`config.mk`:
```
export PLATFORM = sky130hd
export DESIGN_NAME = rim_relay_input_mapper
export DESIGN_NICKNAME = d
export VERILOG_FILES = /design/src/hw/rim_pkg.sv /design/src/hw/rim_relay_input_mapper.sv /design/src/hw/rim_sync.sv
export SDC_FILE = /design/constraint.sdc
export NUM_CORES = 1
export LEC_CHECK = 0
export BUFFER_PORTS_ARGS = -buffer_cell sky130_fd_sc_hd__buf_2
export CAP_MARGIN = 20
export CORE_MARGIN = 2
export CORE_UTILIZATION = 45
export CTS_BUF_LIST = sky130_fd_sc_hd__clkbuf_8
export DETAILED_ROUTE_END_ITERATION = 8
export PLACE_DENSITY = 0.7
export SYNTH_ARGS = -nofsm -noshare
export SYNTH_HDL_FRONTEND = slang
export SYNTH_SLANG_ARGS = --single-unit
```
`constraint.sdc`:
```
create_clock -name sys_clk -period 3.3 [get_ports sys_clk]
set_input_delay 0.33 -clock sys_clk [delete_from_list [all_inputs] [get_ports sys_clk]]
set_output_delay 0.33 -clock sys_clk [all_outputs]
set_load 0.01 [all_outputs]
```
`src/hw/rim_pkg.sv`:
```
package rim_pkg;

    // function counts
    localparam int RIM_NFUNC = 16;
    localparam int RIM_SRC_ENTRIES = 4;
    localparam int RIM_SRC_OUTS = 2;
    localparam int RIM_SNS_SHUT = 2;

    // logical relay slots claimed by source and sensor shutters
    localparam int RIM_FIRST_EVAPORATOR_SHUTTER_RELAY = 0;
    localparam int RIM_SNS_RELAY_BASE = 2;

    // byte offsets on the register bus
    localparam logic [7:0] RIM_OFS_RELAY_MAP = 8'h00;
    localparam logic [7:0] RIM_OFS_INPUT_MAP = 8'h40;
    localparam logic [7:0] RIM_OFS_RELAY_SENSE = 8'h80;
    localparam logic [7:0] RIM_OFS_INPUT_LEVEL = 8'h84;
    localparam logic [7:0] RIM_OFS_SOURCE_CFG = 8'h88;
    localparam logic [7:0] RIM_OFS_LOGIC_CLAIM = 8'h8C;
    localparam logic [7:0] RIM_OFS_RELAY_STATUS = 8'h90;
    localparam logic [7:0] RIM_OFS_INPUT_STATUS = 8'h94;
    localparam logic [7:0] RIM_OFS_OWNER = 8'h98;
    localparam logic [7:0] RIM_OFS_ERROR = 8'h9C;
    localparam logic [7:0] RIM_OFS_PHYS_RELAY = 8'hA0;

    // field positions
    localparam int RIM_SRC_EN_LSB = 0;
    localparam int RIM_SNS_EN_LSB = 8;
    localparam int RIM_ERR_CONFLICT_BIT = 0;

    // reset values
    localparam logic [15:0] RIM_RELAY_SENSE_RST = 16'h0000;
    localparam logic [15:0] RIM_INPUT_LEVEL_RST = 16'h0000;
    localparam logic [15:0] RIM_LOGIC_CLAIM_RST = 16'h0000;
    localparam logic [3:0] RIM_SRC_EN_RST = 4'h0;
    localparam logic [1:0] RIM_SNS_EN_RST = 2'h0;
    localparam logic [31:0] RIM_RDATA_RST = 32'h0000_0000;

    typedef enum logic [1:0] {
        RIM_OWN_UNUSED = 2'b00,
        RIM_OWN_SENSOR = 2'b01,
        RIM_OWN_SOURCE = 2'b10,
        RIM_OWN_LOGIC = 2'b11
    } rim_owner_t;

endpackage

```
`src/hw/rim_relay_input_mapper.sv`:
```
// The Avalon-MM slave port and the register addresses were chosen for this implementation.
`timescale 1ns/10ps

module rim_relay_input_mapper
    import rim_pkg::*;
#(
    parameter int N_RELAY = RIM_NFUNC,
    parameter int N_INPUT = RIM_NFUNC,
    parameter int N_SRC_OUT = RIM_SRC_OUTS,
    parameter int N_SNS_SHUT = RIM_SNS_SHUT
)(
    // clock and reset
    input wire logic sys_clk,
    input wire logic rst,
    // avalon-mm register slave
    input wire logic [7:0] avs_address,
    input wire logic avs_read,
    input wire logic avs_write,
    input wire logic [31:0] avs_writedata,
    input wire logic [3:0] avs_byteenable,
    output logic [31:0] avs_readdata,
    output logic avs_waitrequest,
    // function requests from on-chip controllers
    input wire logic [RIM_SRC_ENTRIES-1:0] source_shutter_req,
    input wire logic [N_SNS_SHUT-1:0] sensor_shutter_req,
    input wire logic [N_RELAY-1:0] logic_relay_req,
    // physical pins
    input wire logic [N_INPUT-1:0] phys_in,
    output logic [N_RELAY-1:0] relay_out,
    // logical results
    output logic [N_INPUT-1:0] input_func,
    output logic [N_RELAY-1:0] relay_stat
);

    localparam int RW = $clog2(N_RELAY);
    localparam int IW = $clog2(N_INPUT);

    // the sensor reset constant bounds how many sensor shutters can be kept
    if (N_RELAY != (1 << RW) || N_RELAY > 16 || N_RELAY < RIM_SNS_RELAY_BASE + N_SNS_SHUT
        || N_INPUT != (1 << IW) || N_INPUT > 16 || N_INPUT < 2
        || N_SRC_OUT > RIM_SRC_ENTRIES || N_SRC_OUT > RIM_SNS_RELAY_BASE || N_SNS_SHUT < 1
        || N_SNS_SHUT > $bits(RIM_SNS_EN_RST))
    begin : g_bad_param
        $error("rim relay, input or shutter counts do not fit the maps and relay slots");
    end

    typedef struct packed {
        logic [N_RELAY-1:0][RW-1:0] relay_map;
        logic [N_INPUT-1:0][IW-1:0] input_map;
        logic [N_RELAY-1:0] nc_sense;
        logic [N_INPUT-1:0] level_high;
        logic [RIM_SRC_ENTRIES-1:0] src_en;
        logic [N_SNS_SHUT-1:0] sns_en;
        logic [N_RELAY-1:0] logic_claim;
        logic conflict;
        logic [N_RELAY-1:0] relay_out;
        logic [N_RELAY-1:0] relay_stat;
        logic [N_INPUT-1:0] input_func;
        logic waitreq;
        logic [31:0] rdata;
    } rim_state_t;

    function automatic rim_state_t rst_state();
        rim_state_t s;
        s = '0;
        for (int k = 0; k < N_RELAY; k++)
        begin
            s.relay_map[k] = RW'(k);
        end
        for (int i = 0; i < N_INPUT; i++)
        begin
            s.input_map[i] = IW'(i);
        end
        s.nc_sense = RIM_RELAY_SENSE_RST[N_RELAY-1:0];
        s.level_high = RIM_INPUT_LEVEL_RST[N_INPUT-1:0];
        s.src_en = RIM_SRC_EN_RST;
        s.sns_en = RIM_SNS_EN_RST[N_SNS_SHUT-1:0];
        s.logic_claim = RIM_LOGIC_CLAIM_RST[N_RELAY-1:0];
        s.waitreq = 1'b1;
        s.rdata = RIM_RDATA_RST;
        return s;
    endfunction

    localparam rim_state_t ST_RST = rst_state();

    rim_state_t st_reg, st_next;

    logic [N_INPUT-1:0] in_sync;
    logic [N_RELAY-1:0][1:0] relay_owner;
    logic [N_RELAY-1:0] src_own, src_drv, sns_own, sns_drv;
    logic [N_RELAY-1:0] owned, drv, eff;
    logic [N_INPUT-1:0] in_sel;
    logic [N_RELAY-1:0] phys;
    logic dup_now;
    logic take, fire_wr;
    logic is_rmap, is_imap, ent_ok_r, ent_ok_i;
    logic [3:0] entry;
    logic [31:0] bemask, rd_word, wmerged;
    logic wr_conflict;

    rim_sync #(.W(N_INPUT)) rim_sync_inst (
        .sys_clk(sys_clk),
        .rst(rst),
        .async_in(phys_in),
        .sync_out(in_sync)
    );

    // owner and drive per logical relay; shutter claims beat logic claims
    for (genvar k = 0; k < N_RELAY; k++)
    begin : g_rel
        if (k >= RIM_FIRST_EVAPORATOR_SHUTTER_RELAY && k < RIM_FIRST_EVAPORATOR_SHUTTER_RELAY + N_SRC_OUT)
        begin : g_src
            // source entries past the physical outputs have no slot
            assign src_own[k] = st_reg.src_en[k - RIM_FIRST_EVAPORATOR_SHUTTER_RELAY];
            assign src_drv[k] = source_shutter_req[k - RIM_FIRST_EVAPORATOR_SHUTTER_RELAY];
        end
        else
        begin : g_nsrc
            assign src_own[k] = 1'b0;
            assign src_drv[k] = 1'b0;
        end
        if (k >= RIM_SNS_RELAY_BASE && k < RIM_SNS_RELAY_BASE + N_SNS_SHUT)
        begin : g_sns
            assign sns_own[k] = st_reg.sns_en[k - RIM_SNS_RELAY_BASE];
            assign sns_drv[k] = sensor_shutter_req[k - RIM_SNS_RELAY_BASE];
        end
        else
        begin : g_nsns
            assign sns_own[k] = 1'b0;
            assign sns_drv[k] = 1'b0;
        end
        assign relay_owner[k] = src_own[k] ? RIM_OWN_SOURCE :
                                sns_own[k] ? RIM_OWN_SENSOR :
                                st_reg.logic_claim[k] ? RIM_OWN_LOGIC : RIM_OWN_UNUSED;
        assign owned[k] = relay_owner[k] != RIM_OWN_UNUSED;
        assign drv[k] = src_own[k] ? src_drv[k] : sns_own[k] ? sns_drv[k] : st_reg.logic_claim[k] & logic_relay_req[k];
        // an unowned relay stays open whatever its sense
        assign eff[k] = owned[k] & (drv[k] ^ st_reg.nc_sense[k]);
    end

    // inputs: pin equal to the active level means asserted
    for (genvar i = 0; i < N_INPUT; i++)
    begin : g_in
        assign in_sel[i] = ~(in_sync[st_reg.input_map[i]] ^ st_reg.level_high[i]);
    end

    // lowest owned logical relay wins a shared physical index
    always_comb
    begin
        phys = '0;
        for (int p = 0; p < N_RELAY; p++)
        begin
            for (int k = N_RELAY - 1; k >= 0; k--)
            begin
                if (owned[k] && st_reg.relay_map[k] == RW'(p))
                begin
                    phys[p] = eff[k];
                end
            end
        end
    end

    always_comb
    begin
        dup_now = 1'b0;
        for (int k = 1; k < N_RELAY; k++)
        begin
            for (int j = 0; j < k; j++)
            begin
                if (owned[k] && owned[j] && st_reg.relay_map[k] == st_reg.relay_map[j])
                begin
                    dup_now = 1'b1;
                end
            end
        end
    end

    // bus decode: one wait cycle, then a single-cycle release
    assign take = st_reg.waitreq & (avs_read | avs_write);
    assign fire_wr = ~st_reg.waitreq & avs_write;
    assign is_rmap = avs_address[7:6] == RIM_OFS_RELAY_MAP[7:6];
    assign is_imap = avs_address[7:6] == RIM_OFS_INPUT_MAP[7:6];
    assign entry = avs_address[5:2];
    assign ent_ok_r = 32'(entry) < N_RELAY;
    assign ent_ok_i = 32'(entry) < N_INPUT;
    assign bemask = {{8{avs_byteenable[3]}}, {8{avs_byteenable[2]}}, {8{avs_byteenable[1]}}, {8{avs_byteenable[0]}}};
    // readback doubles as the old value for byte-lane merging
    assign wmerged = (rd_word & ~bemask) | (avs_writedata & bemask);

    always_comb
    begin
        rd_word = 32'h0000_0000;
        // an out-of-range map entry falls through to the case and reads zero
        if (is_rmap && ent_ok_r)
        begin
            rd_word[RW-1:0] = st_reg.relay_map[entry[RW-1:0]];
        end
        else if (is_imap && ent_ok_i)
        begin
            rd_word[IW-1:0] = st_reg.input_map[entry[IW-1:0]];
        end
        else
        begin
            unique case (avs_address)
                RIM_OFS_RELAY_SENSE: rd_word[N_RELAY-1:0] = st_reg.nc_sense;
                RIM_OFS_INPUT_LEVEL: rd_word[N_INPUT-1:0] = st_reg.level_high;
                RIM_OFS_SOURCE_CFG:
                begin
                    rd_word[RIM_SRC_EN_LSB +: RIM_SRC_ENTRIES] = st_reg.src_en;
                    rd_word[RIM_SNS_EN_LSB +: N_SNS_SHUT] = st_reg.sns_en;
                end
                RIM_OFS_LOGIC_CLAIM: rd_word[N_RELAY-1:0] = st_reg.logic_claim;
                RIM_OFS_RELAY_STATUS: rd_word[N_RELAY-1:0] = st_reg.relay_stat;
                RIM_OFS_INPUT_STATUS: rd_word[N_INPUT-1:0] = st_reg.input_func;
                RIM_OFS_OWNER: rd_word[2*N_RELAY-1:0] = relay_owner;
                RIM_OFS_ERROR: rd_word[RIM_ERR_CONFLICT_BIT] = st_reg.conflict;
                RIM_OFS_PHYS_RELAY: rd_word[N_RELAY-1:0] = st_reg.relay_out;
                default: rd_word = 32'h0000_0000;
            endcase
        end
    end

    // a map write that lands on an index held by another owner is dropped
    always_comb
    begin
        wr_conflict = 1'b0;
        if (fire_wr && is_rmap && ent_ok_r)
        begin
            for (int j = 0; j < N_RELAY; j++)
            begin
                if (j != 32'(entry) && owned[j] && st_reg.relay_map[j] == wmerged[RW-1:0])
                begin
                    wr_conflict = 1'b1;
                end
            end
        end
    end

    always_comb
    begin
        st_next = st_reg;
        st_next.waitreq = ~take;
        if (take)
        begin
            st_next.rdata = rd_word;
        end
        if (fire_wr)
        begin
            if (is_rmap && ent_ok_r && !wr_conflict)
            begin
                st_next.relay_map[entry[RW-1:0]] = wmerged[RW-1:0];
            end
            else if (is_imap && ent_ok_i)
            begin
                st_next.input_map[entry[IW-1:0]] = wmerged[IW-1:0];
            end
            else
            begin
                // owner and status words ignore writes
                unique case (avs_address)
                    RIM_OFS_RELAY_SENSE: st_next.nc_sense = wmerged[N_RELAY-1:0];
                    RIM_OFS_INPUT_LEVEL: st_next.level_high = wmerged[N_INPUT-1:0];
                    RIM_OFS_SOURCE_CFG:
                    begin
                        // all four entries are kept even though two reach no relay
                        st_next.src_en = wmerged[RIM_SRC_EN_LSB +: RIM_SRC_ENTRIES];
                        st_next.sns_en = wmerged[RIM_SNS_EN_LSB +: N_SNS_SHUT];
                    end
                    RIM_OFS_LOGIC_CLAIM: st_next.logic_claim = wmerged[N_RELAY-1:0];
                    RIM_OFS_ERROR:
                    begin
                        if (avs_writedata[RIM_ERR_CONFLICT_BIT] && avs_byteenable[0])
                        begin
                            st_next.conflict = 1'b0;
                        end
                    end
                    default: st_next.conflict = st_reg.conflict;
                endcase
            end
        end
        // set after clear so a fresh conflict is never lost
        if (dup_now || wr_conflict)
        begin
            st_next.conflict = 1'b1;
        end
        // contacts, status and inputs all move together on the next edge
        st_next.relay_out = phys;
        st_next.relay_stat = owned & drv;
        st_next.input_func = in_sel;
    end

    always_ff @(posedge sys_clk)
    begin
        if (rst)
        begin
            st_reg <= ST_RST;
        end
        else
        begin
            st_reg <= st_next;
        end
    end

    assign avs_readdata = st_reg.rdata;
    assign avs_waitrequest = st_reg.waitreq;
    assign relay_out = st_reg.relay_out;
    assign input_func = st_reg.input_func;
    assign relay_stat = st_reg.relay_stat;

    a_relay_route: assert property (@(posedge sys_clk) disable iff (rst)
        eff[0] |=> relay_out[$past(st_reg.relay_map[0])])
        else $error("owned relay 0 did not close its mapped contact");
    a_break_sense: assert property (@(posedge sys_clk) disable iff (rst)
        (owned[0] && st_reg.nc_sense[0] && !drv[0]) |=> (relay_out[$past(st_reg.relay_map[0])] && !relay_stat[0]))
        else $error("break sense relay not closed while idle");
    a_reset_open: assert property (@(posedge sys_clk) rst |=> (relay_out == '0))
        else $error("relay closed after reset");
    a_unused_open: assert property (@(posedge sys_clk) disable iff (rst) (owned == '0) |=> (relay_out == '0))
        else $error("relay closed with no owner");
    a_map_reject: assert property (@(posedge sys_clk) disable iff (rst)
        wr_conflict |=> ($stable(st_reg.relay_map) && st_reg.conflict))
        else $error("conflicting relay map write was accepted");
    a_owner_fixed: assert property (@(posedge sys_clk) disable iff (rst)
        ($stable(st_reg.src_en) && $stable(st_reg.sns_en) && $stable(st_reg.logic_claim)) |-> $stable(relay_owner))
        else $error("relay owner changed without a configuration change");
    a_src_owner: assert property (@(posedge sys_clk) disable iff (rst)
        st_reg.src_en[0] |-> (relay_owner[RIM_FIRST_EVAPORATOR_SHUTTER_RELAY] == RIM_OWN_SOURCE))
        else $error("enabled source shutter does not own its relay");
    a_input_level: assert property (@(posedge sys_clk) disable iff (rst)
        (in_sync[st_reg.input_map[0]] == st_reg.level_high[0]) |=> input_func[0])
        else $error("input at its active level not asserted");
    a_input_idle: assert property (@(posedge sys_clk) disable iff (rst)
        (in_sync[st_reg.input_map[0]] != st_reg.level_high[0]) |=> !input_func[0])
        else $error("input away from its active level asserted");
    a_status_read: assert property (@(posedge sys_clk) disable iff (rst)
        (take && avs_address == RIM_OFS_INPUT_STATUS) |=> (avs_readdata[N_INPUT-1:0] == $past(input_func)))
        else $error("input status readback does not match live inputs");
    a_no_phantom: assert property (@(posedge sys_clk) disable iff (rst)
        relay_owner[RIM_SNS_RELAY_BASE] != RIM_OWN_SOURCE)
        else $error("source entry without output claimed a relay");
    a_reset_map: assert property (@(posedge sys_clk)
        rst |=> (st_reg.relay_map[1] == RW'(1) && st_reg.input_map[1] == IW'(1)
                 && st_reg.nc_sense == '0 && st_reg.level_high == '0))
        else $error("reset configuration wrong");
    a_sense_edge: assert property (@(posedge sys_clk) disable iff (rst)
        (fire_wr && avs_address == RIM_OFS_RELAY_SENSE && avs_byteenable == 4'hF)
        |=> (st_reg.nc_sense == $past(wmerged[N_RELAY-1:0])))
        else $error("sense write not applied at the accepting edge");
    a_bus_pulse: assert property (@(posedge sys_clk) disable iff (rst) !avs_waitrequest |=> avs_waitrequest)
        else $error("waitrequest held low for more than one cycle");

endmodule

```
`src/hw/rim_sync.sv`:
```
`timescale 1ns/10ps

module rim_sync
    import rim_pkg::*;
#(
    parameter int W = RIM_NFUNC
)(
    // clock and reset
    input wire logic sys_clk,
    input wire logic rst,
    // pins and their synchronised copy
    input wire logic [W-1:0] async_in,
    output logic [W-1:0] sync_out
);

    typedef struct packed {
        logic [W-1:0] meta;
        logic [W-1:0] stable;
    } rim_sync_state_t;

    rim_sync_state_t st_reg, st_next;

    if (W < 1)
    begin : g_bad_width
        $error("rim_sync width must be at least one");
    end

    // meta feeds only the second stage
    always_comb
    begin
        st_next.meta = async_in;
        st_next.stable = st_reg.meta;
    end

    always_ff @(posedge sys_clk)
    begin
        if (rst)
        begin
            st_reg <= '0;
        end
        else
        begin
            st_reg <= st_next;
        end
    end

    assign sync_out = st_reg.stable;

endmodule

```
# ---- After elaboration in Yosys (flattened, before gate mapping)
# Cells that the tools add are included.
dict set report classes {
  magnitude_cmp 18
  eq_ne 403
  muxes 473
  n_bitwise 92
  reduce_logical 578
}
# cell n
set op_table {}
lappend op_table {{4-bit == test} 136}
lappend op_table {{1-bit logical AND} 532}
lappend op_table {{4-bit == test, second input constant} 128}
lappend op_table {{1-bit two-way mux} 419}
lappend op_table {{4-bit by 3-bit == test with 1-bit output, second input constant} 64}
lappend op_table {{64-bit bitwise mux} 2}
lappend op_table {{4-bit by 2-bit == test with 1-bit output, second input constant} 32}
lappend op_table {{4-bit by 5-bit less-than comparator with 1-bit output, second input constant} 17}
lappend op_table {{8-bit == test, second input constant} 9}
lappend op_table {{1-bit binary-select mux with 4-bit select} 16}
lappend op_table {{4-bit by 1-bit == test with 1-bit output, second input constant} 16}
lappend op_table {{4-bit logical NOT} 16}
lappend op_table {{28-bit two-way mux} 2}
lappend op_table {{16-bit AND} 3}
lappend op_table {{6-bit case mux with 7 select lines} 1}
lappend op_table {{2-bit two-way mux} 20}
lappend op_table {{2-bit nonzero test} 19}
lappend op_table {{1-bit AND} 34}
lappend op_table {{4-bit binary-select mux with 4-bit select} 2}
lappend op_table {{4-bit != test, first input constant} 8}
lappend op_table {{1-bit XOR} 32}
lappend op_table {{4-bit case mux with 7 select lines} 1}
lappend op_table {{3-bit case mux with 8 select lines} 1}
lappend op_table {{4-bit two-way mux} 5}
lappend op_table {{22 further kinds} 49}
dict set report totals {
  register_bits 296
  input_bits 86
  output_inout_bits 81
}

# ---- Logic depth before layout (Yosys ltp)
dict set report depth {
  ltp_word 128
  mapped_depth 18
  depth_no_buf 11
}

# ---- Hierarchy
# A second synthesis with hierarchy kept.
dict set report unflattened {
  hier_cells 3505
  area_unflattened_um2 27405.0
}
# mod n_inst cells_each area_each_um2 seq_area_each_um2
set modules_own_cells {}
lappend modules_own_cells {rim_relay_input_mapper 1 3438 26541.7 5124.9}
lappend modules_own_cells {rim_sync 1 67 863.3 640.6}

# ---- Least setup slack after synthesis
# No wires, ideal clock.
dict set report synth_timing {
  path_kind {in2reg}
  from {input avs_address[4]}
  to {register st_reg[225] in the netlist's numbering}
  t_arrival_ns 3.375
  t_required_ns 3.164
  slack_ns -0.210
  cell_stages 16
  path_buffers 5
  path_cell_list {buf_2 -> buf_6 -> buf_4 -> or3b_2 -> a21oi_1 -> nand3_1 -> o211a_1 -> a31o_2 -> buf_4 -> buf_2 -> xnor2_1 -> nand4_1 -> o211ai_1 -> nor3_2 -> nand4_2 -> mux2i_1}
}
dict set report synth_between {
  elab_chain_cells 28
}
# element line
set synth_lines {}
lappend synth_lines {{from (decl)} rim_relay_input_mapper.sv:16} ;# input wire logic [7:0] avs_address,
lappend synth_lines {{8-bit == test / 4-bit binary-select mux with 4-bit select (equally long branches)} {rim_relay_input_mapper.sv:204, rim_relay_input_mapper.sv:200}}
lappend synth_lines {{1-bit case mux with 9 select lines, or another cell as far along} rim_relay_input_mapper.sv:204} ;# unique case (avs_address)
lappend synth_lines {{4-bit two-way mux} rim_relay_input_mapper.sv:198} ;# else if (is_imap && ent_ok_i)
lappend synth_lines {{4-bit two-way mux} rim_relay_input_mapper.sv:194} ;# if (is_rmap && ent_ok_r)
lappend synth_lines {{16-bit AND} rim_relay_input_mapper.sv:188} ;# assign wmerged = (rd_word & ~bemask) | (avs_writedata & bemask);
lappend synth_lines {{16-bit OR} rim_relay_input_mapper.sv:188}
lappend synth_lines {{4-bit == test} rim_relay_input_mapper.sv:231} ;# if (j != 32'(entry) && owned[j] && st_reg.relay_map[j] == wmerged[RW-1:0])
lappend synth_lines {{1-bit logical AND} rim_relay_input_mapper.sv:231}
lappend synth_lines {{1-bit two-way mux (16 in a row)} rim_relay_input_mapper.sv:231}
lappend synth_lines {{1-bit two-way mux} rim_relay_input_mapper.sv:227} ;# if (fire_wr && is_rmap && ent_ok_r)
lappend synth_lines {{1-bit logical NOT} rim_relay_input_mapper.sv:249} ;# if (is_rmap && ent_ok_r && !wr_conflict)
lappend synth_lines {{1-bit logical AND} rim_relay_input_mapper.sv:249}
lappend synth_lines {{2-bit AND reduction (no source line)} n/a}
lappend synth_lines {{to (signal assigned)} rim_relay_input_mapper.sv:300} ;# st_reg <= st_next;
lappend synth_lines {{to (decl)} rim_relay_input_mapper.sv:86} ;# rim_state_t st_reg, st_next;
# Several ways; a longest one is shown, not always the timed one. The select of a mux whose other input is x is not followed.
# A chain may end at the register's enable or synchronous reset.

# ---- Worst setup path in the final report
dict set report layout_timing {
  from {register st_reg[149] in the netlist's numbering}
  to {register st_reg[248] in the netlist's numbering}
}
dict set report layout_between {
  elab_chain_cells 28
}
# element line
set layout_lines {}
lappend layout_lines {{4-bit binary-select mux with 4-bit select (*)} rim_relay_input_mapper.sv:200} ;# rd_word[IW-1:0] = st_reg.input_map[entry[IW-1:0]];
lappend layout_lines {{4-bit two-way mux (not written as such) (*)} rim_relay_input_mapper.sv:200}
lappend layout_lines {{4-bit two-way mux (*)} rim_relay_input_mapper.sv:198}
lappend layout_lines {{4-bit two-way mux (*)} rim_relay_input_mapper.sv:194}
lappend layout_lines {{16-bit AND (*)} rim_relay_input_mapper.sv:188}
lappend layout_lines {{16-bit OR (*)} rim_relay_input_mapper.sv:188}
lappend layout_lines {{4-bit == test} rim_relay_input_mapper.sv:231}
lappend layout_lines {{1-bit logical AND} rim_relay_input_mapper.sv:231}
lappend layout_lines {{1-bit two-way mux (15 in a row)} rim_relay_input_mapper.sv:231}
lappend layout_lines {{1-bit two-way mux (*)} rim_relay_input_mapper.sv:231}
lappend layout_lines {{1-bit two-way mux (*)} rim_relay_input_mapper.sv:227}
lappend layout_lines {{1-bit logical NOT (*)} rim_relay_input_mapper.sv:249}
lappend layout_lines {{1-bit logical AND (*)} rim_relay_input_mapper.sv:249}
lappend layout_lines {{2-bit AND reduction (no source line) (*)} n/a}
# Mark *: on every way between the ends. The rest lies on a longest branch, timed or not. The select of a mux whose other input is x is not followed.

==> results.yml <==
global_route:
  antenna_found_initial: 7
  gr-total-overflow: 0
  grtUsageTotal_pct: 38.9
  grt_pass1_vias: 27700
  grt_max_degree: 83
  grt_pass1_wl_um: 184000
pwr:
  power_frac_seq_pct: 45.8
  p_leak_nw: 12.9
  combPwrFrac_pct: 14.4
  p_clk_share_pct: 39.8
  switching_share_pct: 28.4
  power_mw: 7.81
  p_sw_mw: 2.22
  power.density_nw_per_um2: 241
  ir_drop_mv: 0.507
  p_int_mw: 5.60
yosys:
  synth-xor-area-share_pct: 17.5
  ys.flop_type: "dfxtp_1"
  synth_nets: 3574
  yosysSeqAreaShare_pct: 21.2
  syn_inst: 3488
  async_flop_share_pct: 0
  syn_area_um2: 27100
  synthAdderAreaFrac_pct: 0
  synthMuxAreaShare_pct: 12.8
  syn_avg_cell_area_um2: 7.78
  synth_edf_count: 0
  ys_warn_count: 0
  ys_types: 82
  ys_ff_latch: 288
  synth_top_family_by_area: "simple AND/OR/NAND/NOR gates"
  synth_compound_area_share_pct: 16.2
  synthSimpleGateAreaFrac_pct: 23.7
worst_setup_path:
  crit_chain: "mux4_2 > a22o_1 > a211oi_2 > buf_4 > a211oi_4 > a21bo_4 > buf_4 > xnor2_1 > nand4_1 > nand3_2 > nor4bb_4 > buf_6 > buf_12 > nand3_4 > mux2i_1"
  worstReg2RegStart: "st_reg[149]"
  crit_end: "st_reg[248]"
  cp-end-kind: "flip-flop"
  worst-path-buf-inv: 4
  rrSetupSlack_ps: -30
  reg2reg_depth: 15
  cp_common_cell: "buf_4"
  r2r-end: "st_reg[248]"
  worstPathMaxFanout: 6
  required_ps: 3780
  cp-startpoint: "st_reg[149]"
  cp.depth: 15
  path_class: "reg -> reg"
  crit_arrival_ps: 3800
  critPathSlowestCell: "mux4_2"
  critPathLaunchType: "flip-flop"
  cp_slowest_stage_delay_ps: 480
  cpLargestDelayFamily: "compound AO/OA/AOI/OAI gates"
floorplan:
  die_h_um: 250
  ioPinCount: 167
  die_area_um2: 62300
  die_x_um: 250
  initial_core_util_pct: 45.2
  core_um2: 60000
  row_count: 90
final_layout:
  drive_above_1_share_pct: 23.6
  nNetsFinal: 3802
  fillerInstances: 5563
  largest_reg_flops: 179
  area_delta_synth_final_pct: 19.3
sta:
  hold_viol_final: 0
  slew_violations: 0
  skew_ps: 30.7
  tightest_slew_ps: 1200
  period_minus_slack_ps: 3330
  rsz0062_at_grt: "true"
  fin_crit_sh_pct: 101
  setup_viol: 13
  fmax_mhz: 300
  setup_slack_ps: -27.9
  holdWs_ps: 19.9
  slew_headroom_pct: 19.7
clock_network:
  htree_levels: 2
  clock-sinks: 288
  clk-insertion-delay-late_ps: 610
  clk_path_buf_depth: 3
  cts_buffers: 45
  clkTransAtPathRegs_ps: 70
  root_buffer: "clkbuf_8"
  cts_tree: "built"
placement:
  place.port_buffers: 146
  dp_hpwl_um: 91400
  gp_congestion: 1.04
detailed_routing:
  wirelength_um: 126000
  drt_iter0_drc: 4424
  route.detailed.drc: 15
  vias: 29900
  drtAntennaViolNets: 0
  firstDrtPassIters: 9
  routedWlPerCell_um: 27.8
  via_per_inst: 6.59
min_path:
  hold_path.class: "in -> reg"
  min_path_cells: 3
status:
  violations: "design-rule violations, negative setup slack"
  outcome: "complete, but fails checks"
flow_run:
  cap_viol_max_count: 0
[per-stage QoR]
stage	setup slack, ps	util [%]	instance area (um^2)	instances	setup TNS [ps]
floorplan	10.4	-	27300	3488	0
global placement	-482	50.8	30500	4397	-28290
detailed placement	-596	50.8	30500	4397	-32970
CTS	-48.6	53.0	31800	4513	-794
global route	-99.1	53.9	32400	4535	-2850
finish	-27.9	53.9	32400	4535	-147
[cell usage in the layout, fill, tap and decap left out, types with 27 or more instances in the layout]
cell / instances
buf_4: 418
nor2_1: 410
xor2_1: 358
dfxtp_1: 269
nand2_1: 203
xnor2_1: 178
nand3_1: 164
a21oi_1: 159
buf_2: 143
mux2i_1: 142
nor4_1: 100
nor3_1: 92
mux4_2: 86
a22oi_1: 70
inv_1: 66
nor2b_1: 65
o21ai_0: 63
clkbuf_8: 59
nand2b_1: 56
o22ai_1: 54
nand4_1: 52
a211o_1: 34
dlygate4sd3_1: 27
buf_12: 27
[power groups by stage]
stage	logic, mW	registers [mW]	clock network (mW)
after detailed placement	0.999	3.66	0
after global placement	0.993	3.65	0
final	1.12	3.58	3.11
after CTS	1.04	3.58	3.11
after global routing	1.16	3.58	3.25
after floorplan	0.605	3.61	0
[area by class of cell]
class / count / area [um^2] / area share (%)
multi-input cells: 2697 / 19600 / 60.7
flip-flops and latches: 288 / 5790 / 17.9
repair buffers: 628 / 4840 / 14.9
well taps: 782 / 978 / 3.02
clock buffers: 58 / 798 / 2.47
inverters: 56 / 210 / 0.649
clock inverters: 22 / 110 / 0.340
diodes: 4 / 10.0 / 0.0309
[repair_timing]
item,in CTS,in global routing
hold buffers,27,0
endpoints found under the hold margin,26,0
endpoints found under the setup margin,69,73
pin swaps,20,43
gates resized for setup,21,84
gates cloned,1,1
buffers inserted,9,17
[per-layer routing]
metal,up-vias,routed length [um],track usage [%]
met5,-,17,0
met4,2,10200,25.4
met3,612,17400,12.8
met2,2360,51400,56.1
met1,14100,47100,49.5
li1,12800,-,-
[how the worst min path moves through the flow]
stage / from / to / slack, ps
2_1_floorplan: rim_sync_inst.st_next[0] / rim_sync_inst.sync_out[0] / 410
3_3_place_gp: rim_sync_inst.st_next[4] / rim_sync_inst.sync_out[4] / 420
3_5_place_dp: rim_sync_inst.st_next[5] / rim_sync_inst.sync_out[5] / 420
4_1_cts: sensor_shutter_req[0] / relay_stat[2] / 6
5_1_grt: logic_relay_req[0] / relay_stat[0] / 40
6_report: logic_relay_req[0] / relay_stat[0] / 20
[cells by family after synthesis]
group / after synthesis
buffers and inverters: 503
AOI/OAI and AO/OA: 633
DFF: 288
and+or+nand+nor: 1283
muxes: 238
xor gates and xnor gates: 543
[worst min-delay path, stage by stage]
cell	delay, ps
buf_2	100
a22oi_1	70
nor2_1	90
[Yosys cell counts, types with 9 or more instances]
master | instances | share of area (%)
nor3_1 | 93 | 1.7
nand3_4 | 9 | 0.58
xnor2_1 | 184 | 5.9
o211ai_1 | 13 | 0.36
nand3_1 | 166 | 3.1
dfxtp_1 | 288 | 21
o221ai_1 | 20 | 0.65
or2_2 | 12 | 0.28
o41ai_1 | 9 | 0.29
nand2b_1 | 56 | 1.3
buf_4 | 93 | 2.6
nand3b_1 | 18 | 0.50
and3_1 | 21 | 0.48
nand2_1 | 203 | 2.8
clkbuf_1 | 229 | 3.2
a21oi_1 | 162 | 3.0
a222oi_1 | 17 | 0.63
buf_2 | 18 | 0.33
a221oi_1 | 11 | 0.35
nor2b_1 | 65 | 1.5
a22oi_1 | 71 | 2.0
xor2_1 | 359 | 12
and2_1 | 15 | 0.35
mux2i_1 | 147 | 5.4
mux4_2 | 86 | 7.1
o32ai_1 | 15 | 0.48
inv_1 | 54 | 0.75
a211oi_1 | 14 | 0.39
nor4_1 | 106 | 2.4
o22ai_1 | 56 | 1.3
a221o_1 | 9 | 0.33
a31oi_1 | 19 | 0.44
a32oi_1 | 25 | 0.81
nand4_1 | 52 | 1.2
nor2_1 | 414 | 5.7
a22o_1 | 22 | 0.71
o21ai_0 | 73 | 1.3
or3_1 | 11 | 0.25
a21boi_0 | 9 | 0.25
buf_1 | 98 | 1.4
a211o_1 | 34 | 1.1
Power figures use the tool's default switching activity.
